===== src/shared/mts_pkg.sv =====
package mts_pkg;
  // pattern word and memory geometry
  localparam int DATA_W = 32;
  localparam int ADDR_W = 28;
  localparam logic [31:0] PATTERN_SEED = 32'h1357_9bdf;
  localparam logic [31:0] PATTERN_TAPS = 32'h8020_0003;
  // timing
  localparam int CLK_HZ = 25_000_000;
  localparam int BLINK_HALF_MS = 250;
  localparam int BLINK_HALF_CYC = (CLK_HZ / 1000) * BLINK_HALF_MS;
  // controller clocking as seen by the host port
  localparam int REF_CLK_MHZ = 50;
  localparam int MEM_CLK_MHZ = 400;
  localparam int CTL_CLK_MHZ = 200;
  localparam int DATA_RATE_MBPS = 2 * MEM_CLK_MHZ;
  // indicator bit positions
  localparam int LED_RESET = 0;
  localparam int LED_PASS = 1;
  localparam int LED_BEAT = 2;
  localparam logic [2:0] LED_ALL_ON = 3'h7;
  localparam logic [2:0] LED_ALL_OFF = 3'h0;

  typedef enum logic [2:0] {
    MTS_ST_HOLD = 3'b000,
    MTS_ST_WAIT_CAL = 3'b001,
    MTS_ST_WRITE = 3'b010,
    MTS_ST_READ = 3'b011,
    MTS_ST_PASS = 3'b100,
    MTS_ST_FAIL = 3'b101
  } mts_state_t;
endpackage : mts_pkg


===== src/hw/mts_sequencer.sv =====
// Notes on behaviour
// - write every memory location first, then read every location back
// - compare readback against a regenerated pattern, never a stored copy
// - the start button produces the controls that launch a test run
// - indicator 0 shows reset, 1 shows pass, 2 blinks in every state but hold
// - all three indicators are on while the start button is held
// - on button release pass and heartbeat indicators blink during the run
// - on full pass the pass indicator stops blinking and stays lit
// - heartbeat blinking comes from i_clk_sys, the 25 MHz system clock, not the 50 MHz reference; no clock, no blink
// - pass indicator blinks only after init done and calibration success
// - a mismatch leaves the pass indicator blinking, never steady
// - another button press after a run starts a completely new run
// - controller runs off 50 MHz reference, 400 MHz memory, 200 MHz core
`timescale 1ns/1ns
`default_nettype none
module mts_sequencer #(
  parameter int ADDR_W = mts_pkg::ADDR_W,
  parameter int BLINK_HALF = mts_pkg::BLINK_HALF_CYC
) (
  input wire logic i_clk_sys,
  input wire logic i_arst_n,
  input wire logic i_start_button_n,
  input wire logic i_init_done,
  input wire logic i_cal_success,
  output logic [ADDR_W-1:0] o_address,
  output logic o_write,
  output logic o_read,
  output logic [mts_pkg::DATA_W-1:0] o_writedata,
  input wire logic i_waitrequest,
  input wire logic [mts_pkg::DATA_W-1:0] i_readdata,
  input wire logic i_readdatavalid,
  output logic [2:0] o_status_indicators,
  output logic o_test_done,
  output logic o_test_fail
);
  import mts_pkg::*;

  mts_state_t state_q;
  mts_state_t state_d;

  logic btn_meta_q;
  logic btn_sync_q;
  logic [ADDR_W-1:0] addr_q;
  logic [ADDR_W-1:0] addr_d;
  logic [ADDR_W-1:0] chk_q;
  logic [ADDR_W-1:0] chk_d;
  logic rd_all_q;
  logic rd_all_d;
  logic [2:0] led_q;
  logic [2:0] led_d;
  logic blink;
  logic [DATA_W-1:0] wr_word;
  logic [DATA_W-1:0] chk_word;

  // button is active low on the pin; two flops before any use
  wire btn_held = btn_sync_q;
  wire mem_ready = i_init_done & i_cal_success;
  wire in_write = (state_q == MTS_ST_WRITE);
  wire in_read = (state_q == MTS_ST_READ);
  wire wr_take = in_write & ~i_waitrequest;
  // stop issuing once every address is out; answers may still lag
  wire rd_issue = in_read & ~rd_all_q;
  wire rd_take = rd_issue & ~i_waitrequest;
  wire rd_back = in_read & i_readdatavalid;
  wire addr_last = (addr_q == {ADDR_W{1'b1}});
  wire chk_last = (chk_q == {ADDR_W{1'b1}});
  // only the replayed copy is compared; nothing kept from the writes
  wire chk_match = (i_readdata == chk_word);
  // restart pulse covers the whole button hold, so release starts clean
  wire restart = btn_held;

  mts_pattern_gen u_wr_gen (
    .i_clk_sys(i_clk_sys),
    .i_arst_n(i_arst_n),
    .i_restart(restart),
    .i_advance(wr_take),
    .o_word(wr_word)
  );

  // second generator replays the write sequence for checking
  mts_pattern_gen u_chk_gen (
    .i_clk_sys(i_clk_sys),
    .i_arst_n(i_arst_n),
    .i_restart(restart),
    .i_advance(rd_back),
    .o_word(chk_word)
  );

  // free-running from the i_clk_sys domain (25 MHz), not the 50 MHz reference clock of the board
  mts_blink #(
    .HALF_CYC(BLINK_HALF)
  ) u_blink (
    .i_clk_sys(i_clk_sys),
    .i_arst_n(i_arst_n),
    .o_level(blink)
  );

  // controller derives its own clocks; the host port is seen on this clock
  // and waitrequest stretches every transfer to the controller's pace
  assign o_address = addr_q;
  assign o_writedata = wr_word;
  assign o_write = in_write;
  assign o_read = rd_issue;
  assign o_status_indicators = led_q;
  assign o_test_done = (state_q == MTS_ST_PASS) | (state_q == MTS_ST_FAIL);
  assign o_test_fail = (state_q == MTS_ST_FAIL);

  // a held button overrides every state, so a press aborts any run
  always_comb
  begin
    state_d = state_q;
    if (btn_held)
    begin
      state_d = MTS_ST_HOLD;
    end
    else
    begin
      unique case (state_q)
        MTS_ST_HOLD:
        begin
          state_d = MTS_ST_WAIT_CAL;
        end
        MTS_ST_WAIT_CAL:
        begin
          if (mem_ready)
          begin
            state_d = MTS_ST_WRITE;
          end
        end
        MTS_ST_WRITE:
        begin
          if (wr_take && addr_last)
          begin
            state_d = MTS_ST_READ;
          end
        end
        MTS_ST_READ:
        begin
          // a bad word wins over the last word, so a fail never reads as pass
          if (rd_back && !chk_match)
          begin
            state_d = MTS_ST_FAIL;
          end
          else if (rd_back && chk_last)
          begin
            state_d = MTS_ST_PASS;
          end
        end
        // results hold until the next press
        MTS_ST_PASS:
        begin
          state_d = MTS_ST_PASS;
        end
        MTS_ST_FAIL:
        begin
          state_d = MTS_ST_FAIL;
        end
        default:
        begin
          state_d = MTS_ST_HOLD;
        end
      endcase
    end
  end

  // one address counter serves both passes; it wraps to zero after writing
  always_comb
  begin
    addr_d = addr_q;
    rd_all_d = rd_all_q;
    chk_d = chk_q;
    if (restart)
    begin
      addr_d = '0;
      rd_all_d = 1'b0;
      chk_d = '0;
    end
    else
    begin
      if (wr_take || rd_take)
      begin
        addr_d = addr_q + ADDR_W'(1);
      end
      if (rd_take && addr_last)
      begin
        rd_all_d = 1'b1;
      end
      if (rd_back)
      begin
        chk_d = chk_q + ADDR_W'(1);
      end
    end
  end

  // hold forces all on; elsewhere the heartbeat never stops
  always_comb
  begin
    led_d = LED_ALL_OFF;
    led_d[LED_BEAT] = blink;
    unique case (state_q)
      MTS_ST_HOLD:
      begin
        led_d = LED_ALL_ON;
      end
      MTS_ST_WAIT_CAL:
      begin
        led_d[LED_PASS] = 1'b0;
      end
      MTS_ST_WRITE, MTS_ST_READ:
      begin
        led_d[LED_PASS] = blink;
      end
      MTS_ST_PASS:
      begin
        led_d[LED_PASS] = 1'b1;
      end
      MTS_ST_FAIL:
      begin
        led_d[LED_PASS] = blink;
      end
      default:
      begin
        led_d = LED_ALL_ON;
      end
    endcase
  end

  always_ff @(posedge i_clk_sys or negedge i_arst_n)
  begin
    if (!i_arst_n)
    begin
      btn_meta_q <= 1'b0;
      btn_sync_q <= 1'b0;
    end
    else
    begin
      btn_meta_q <= ~i_start_button_n;
      btn_sync_q <= btn_meta_q;
    end
  end

  always_ff @(posedge i_clk_sys or negedge i_arst_n)
  begin
    if (!i_arst_n)
    begin
      state_q <= MTS_ST_HOLD;
    end
    else
    begin
      state_q <= state_d;
    end
  end

  // cleared only by reset; a press restarts it through addr_d
  always_ff @(posedge i_clk_sys or negedge i_arst_n)
  begin
    if (!i_arst_n)
    begin
      addr_q <= '0;
    end
    else
    begin
      addr_q <= addr_d;
    end
  end

  always_ff @(posedge i_clk_sys or negedge i_arst_n)
  begin
    if (!i_arst_n)
    begin
      rd_all_q <= 1'b0;
    end
    else
    begin
      rd_all_q <= rd_all_d;
    end
  end

  // counts answers, which lag the issued reads
  always_ff @(posedge i_clk_sys or negedge i_arst_n)
  begin
    if (!i_arst_n)
    begin
      chk_q <= '0;
    end
    else
    begin
      chk_q <= chk_d;
    end
  end

  // registered so the pins never see decode glitches
  always_ff @(posedge i_clk_sys or negedge i_arst_n)
  begin
    if (!i_arst_n)
    begin
      led_q <= LED_ALL_ON;
    end
    else
    begin
      led_q <= led_d;
    end
  end
endmodule : mts_sequencer
`default_nettype wire


===== src/hw/mts_pattern_gen.sv =====
`timescale 1ns/1ns
`default_nettype none
module mts_pattern_gen
  import mts_pkg::*;
(
  input wire logic i_clk_sys,
  input wire logic i_arst_n,
  input wire logic i_restart,
  input wire logic i_advance,
  output logic [mts_pkg::DATA_W-1:0] o_word
);
  logic [DATA_W-1:0] lfsr_q;
  logic [DATA_W-1:0] lfsr_d;
  wire feedback = lfsr_q[0];
  wire [DATA_W-1:0] shifted = {1'b0, lfsr_q[DATA_W-1:1]};
  wire [DATA_W-1:0] stepped = feedback ? (shifted ^ PATTERN_TAPS) : shifted;

  // restart wins so both copies start from the same seed
  assign lfsr_d = i_restart ? PATTERN_SEED : (i_advance ? stepped : lfsr_q);
  assign o_word = lfsr_q;

  always_ff @(posedge i_clk_sys or negedge i_arst_n)
  begin
    if (!i_arst_n)
    begin
      lfsr_q <= PATTERN_SEED;
    end
    else
    begin
      lfsr_q <= lfsr_d;
    end
  end
endmodule : mts_pattern_gen
`default_nettype wire


===== src/hw/mts_blink.sv =====
`timescale 1ns/1ns
`default_nettype none
module mts_blink #(
  parameter int HALF_CYC = mts_pkg::BLINK_HALF_CYC
) (
  input wire logic i_clk_sys,
  input wire logic i_arst_n,
  output logic o_level
);
  localparam int CNT_W = $clog2(HALF_CYC + 1);
  localparam logic [CNT_W-1:0] CNT_LAST = CNT_W'(HALF_CYC - 1);
  logic [CNT_W-1:0] cnt_q;
  logic [CNT_W-1:0] cnt_d;
  logic level_q;
  wire wrap = (cnt_q == CNT_LAST);

  assign cnt_d = wrap ? '0 : cnt_q + CNT_W'(1);
  assign o_level = level_q;

  always_ff @(posedge i_clk_sys or negedge i_arst_n)
  begin
    if (!i_arst_n)
    begin
      cnt_q <= '0;
      level_q <= 1'b0;
    end
    else
    begin
      cnt_q <= cnt_d;
      level_q <= wrap ? ~level_q : level_q;
    end
  end
endmodule : mts_blink
`default_nettype wire


===== config.mk =====
export PLATFORM = sky130hd
export DESIGN_NAME = mts_sequencer
export DESIGN_NICKNAME = d
export VERILOG_FILES = /design/src/shared/mts_pkg.sv /design/src/hw/mts_sequencer.sv /design/src/hw/mts_pattern_gen.sv /design/src/hw/mts_blink.sv
export SDC_FILE = /design/constraint.sdc
export NUM_CORES = 1
export LEC_CHECK = 0
export ABC_AREA = 1
export BUFFER_PORTS_ARGS = -buffer_cell sky130_fd_sc_hd__buf_4
export CORE_MARGIN = 1
export CORE_UTILIZATION = 45
export DETAILED_ROUTE_END_ITERATION = 8
export PLACE_DENSITY_LB_ADDON = 0.12
export SLEW_MARGIN = 30
export SYNTH_ARGS = -nofsm -noshare
export SYNTH_HDL_FRONTEND = slang
export SYNTH_SLANG_ARGS = --single-unit

===== constraint.sdc =====
create_clock -name i_clk_sys -period 3 [get_ports i_clk_sys]
set_input_delay 0.75 -clock i_clk_sys [delete_from_list [all_inputs] [get_ports i_clk_sys]]
set_output_delay 0.75 -clock i_clk_sys [all_outputs]
set_load 0.01 [all_outputs]

==> summary.txt <==
Floorplanning
  – Rows: 48
  – Die area: 18500 um2
  – Die X: about 140 um
  – Initial Util: 46.3%
  – Core region area: 17400 um2
  – Die height: 136 um
  – Ports: between 100 and 150

Critical path
  – Crit path DAT: about 1400 ps
  – Slowest stage cell, crit path: dfrtp_1
  – Largest stage delay, worst path: 420 ps
  – Crit path cell chain: inv_2, nor2_4, nand2_2, inv_1, buf_4
  – Crit Path Category: flip-flop to output port
  – Req. time, crit path: between 2000 and 2500 ps
  – Top delay family on crit path: flip-flops
  – Crit Path Max Fanout: 6
  – Crit start category: flip-flop
  – Crit. End Element: output port
  – Bufs and invs on worst path: 3

Synthesis
  – Share of the yosys chip area belonging to registers: between 40% and 50%
  – Count leader, synth: nand2_1
  – Synth Warn #: 0
  – Mapped Avg Cell Area: 8.06 um2
  – Async S/R FF share, synth: 100%
  – Post-synth cell types: 44
  – Most used DFF post-synth: dfrtp_1
  – Count of state elements after synthesis: between 150 and 200
  – Cells after Synth: 1001
  – Leading cell types by count after synthesis: 193 x nand2_1, 173 x inv_1, 110 x dfrtp_1
  – Mapped cell area: 8060 um2
  – Yosys top cell area share: 34.1%
  – Post-synth EDFFs: 0
  – Biggest area consumer among synthesized cells: dfrtp_1
  – Dominant cells by area after synthesis: dfrtp_1 34%, dfstp_2 14%, nand2_1 9.0%, inv_1 8.1%, nor2_1 5.0%
  – Syn nets: 1043

Clock tree
  – CTS tree: yes
  – Later-pin clock latency in the skew report: 420 ps
  – Cts bufs inserted: 17
  – Clock root buffer: clkbuf_16
  – Clock Pin Slew Worst Setup and Hold Paths: about 60 ps
  – Cts repair resizes: 0
  – H-tree depth: 4
  – CTS Hold Bufs: 0
  – CTS max path bufs: 2
  – Clock sinks: 153
  – Postcts setup bufs: 0

Timing
  – Final Max Tran Viols: 0
  – Slew @ Worst Pin: 834 ps
  – Post-route clock period utilization: between 70 and 80%
  – Fin crit period: 2160 ps
  – Clk_skew: between 7 and 8 ps
  – Worst slew margin: 43.9%
  – Endpoints failing hold: 0
  – Setup TNS: 0 ps
  – # setup viols final: 0
  – Max Freq: 463 MHz
  – Unrepaired setup endpoints after global routing: no

Pwr
  – Peak supply drop: 0.420 mV
  – Power Dens Cells: 545 nW/um2
  – Leakage: 4.78 nW

Placement
  – IO buf count: 105
  – RePlAce Congestion: a little under 0.9
  – Post-DP HPWL: roughly 14000 um
  – Area post-placement: slightly above 9000 um2

Outcome
  – Outcome: finished clean

Global routing
  – Largest net degree at the start of global routing: 72
  – Total GRT Usage: 22.1%
  – Gr ovfl total: 0
  – Vias in the first global route: 6488
  – First-pass GRT wire length: between 30000 and 40000 um
  – Initial antenna violation count: 0

Drt
  – Residual DRC count: 0
  – Drt pass-1 iters: 5
  – DR vias: 6819
  – Final ANT Viol Nets: 0
  – Routed vias/inst: ~5.0
  – Avg WL per Cell: around 14 um
  – Routed WL: approximately 19000 um
  – DRT iter0 DRCs: around 430

Layout
  – Share of cells above drive strength 1: 19.6%
  – Fill cells: around 1700
  – Utilization after layout: 56.3%
  – Synth-to-Final Area Change: 21.6%
  – Post-route cell area: 9810 um2
  – Nets: around 1200
  – ANT cells: 0

Job
  – Max Cap Viol: 0

Hold path
  – Hold crit path type: primary input to async pin
[registers in the layout, indices dropped and copies added (netlist names)]
register             count
btn_held                 1
btn_meta_q               1
chk_q                   28
o_address               28
o_status_indicators      3
rd_all_q                 1
state_q                  3
u_blink.cnt_q           23
u_blink.o_level          1
u_chk_gen.o_word        32
u_wr_gen.o_word         32
[worst paths after layout]
path                            cells after the start                      to  startpoint  slack, ps
worst max-delay path                                5                 o_write  state_q[1]        840
max in group asynchronous                           2  o_status_indicators[0]    i_arst_n       1950
worst max register to register                      9               chk_q[21]  state_q[1]        910
worst min-delay path                                1               chk_q[17]    i_arst_n        350
worst min register to register                      0                btn_held  btn_meta_q        350
min in group i_clk_sys                              0                btn_held  btn_meta_q        350
[power breakdown]
group / internal, mW / switching, mW
clock: 1.50 / 0.838
sequential: 2.22 / 0.0877
combinational: 0.283 / 0.418
total: 4.00 / 1.34
[cell families after synthesis]
logic type                 share of synthesized area (%)
xor gates and xnor gates                            4.24
adders and majority gates                          0.466
and+or+nand+nor                                     26.0
DFF                                                 48.1
AOI/OAI and AO/OA                                   11.8
buffers and inverters                               9.36
[cell type report]
type	count	area, um2	share of cell area (%)
clock inverters	5	104	1.06
well taps	225	282	2.87
flip-flops and latches	153	3880	39.6
multi-input cells	651	3430	34.9
clock buffers	27	546	5.56
repair buffers	116	900	9.17
inverters	178	668	6.81
[cell usage in the layout, fill, tap and decap left out, drive strengths merged]
cell type | Yosys | layout
nor2 | 120 | 120
a21oi | 51 | 51
clkinv | 1 | 1
nand3 | 48 | 48
and3 | 2 | 2
dfstp | 43 | 43
nand3b | 4 | 4
or2 | 3 | 3
a22oi | 39 | 39
xor2 | 10 | 10
a31oi | 4 | 4
nor4 | 7 | 7
nor3 | 37 | 37
o21ai | 44 | 44
dfrtp | 110 | 110
nand2 | 200 | 200
o21bai | 1 | 1
clkinvlp | 0 | 1
ha | 3 | 3
a211oi | 2 | 2
a31o | 1 | 1
bufinv | 0 | 3
a2bb2oi | 2 | 2
clkbuf | 7 | 27
nand4 | 25 | 25
o31ai | 3 | 3
nor3b | 3 | 3
inv | 177 | 178
buf | 12 | 116
xnor2 | 29 | 29
o22ai | 10 | 10
o21a | 3 | 3
[layer usage]
layer | track usage, % | up-vias | wire [um]
met3 | 3.69 | 11 | 728
met2 | 35.1 | 120 | 9000
met5 | 0 | - | 0
met4 | 5.68 | 0 | 97
li1 | - | 3473 | -
met1 | 31.3 | 3215 | 9400
[through the flow]
stage / cells / hold WS (ps) / power, mW / worst slack, ps
global route: 1355 / 353 / 5.57 / 710
CTS: 1355 / 350 / 5.40 / 825
floorplan: 1001 / 331 / 2.72 / 1250
global placement: 1323 / 332 / 3.04 / 782
finish: 1355 / 348 / 5.34 / 839
detailed placement: 1323 / 336 / 3.05 / 772
No activity file was read; power rests on OpenSTA's default activity.
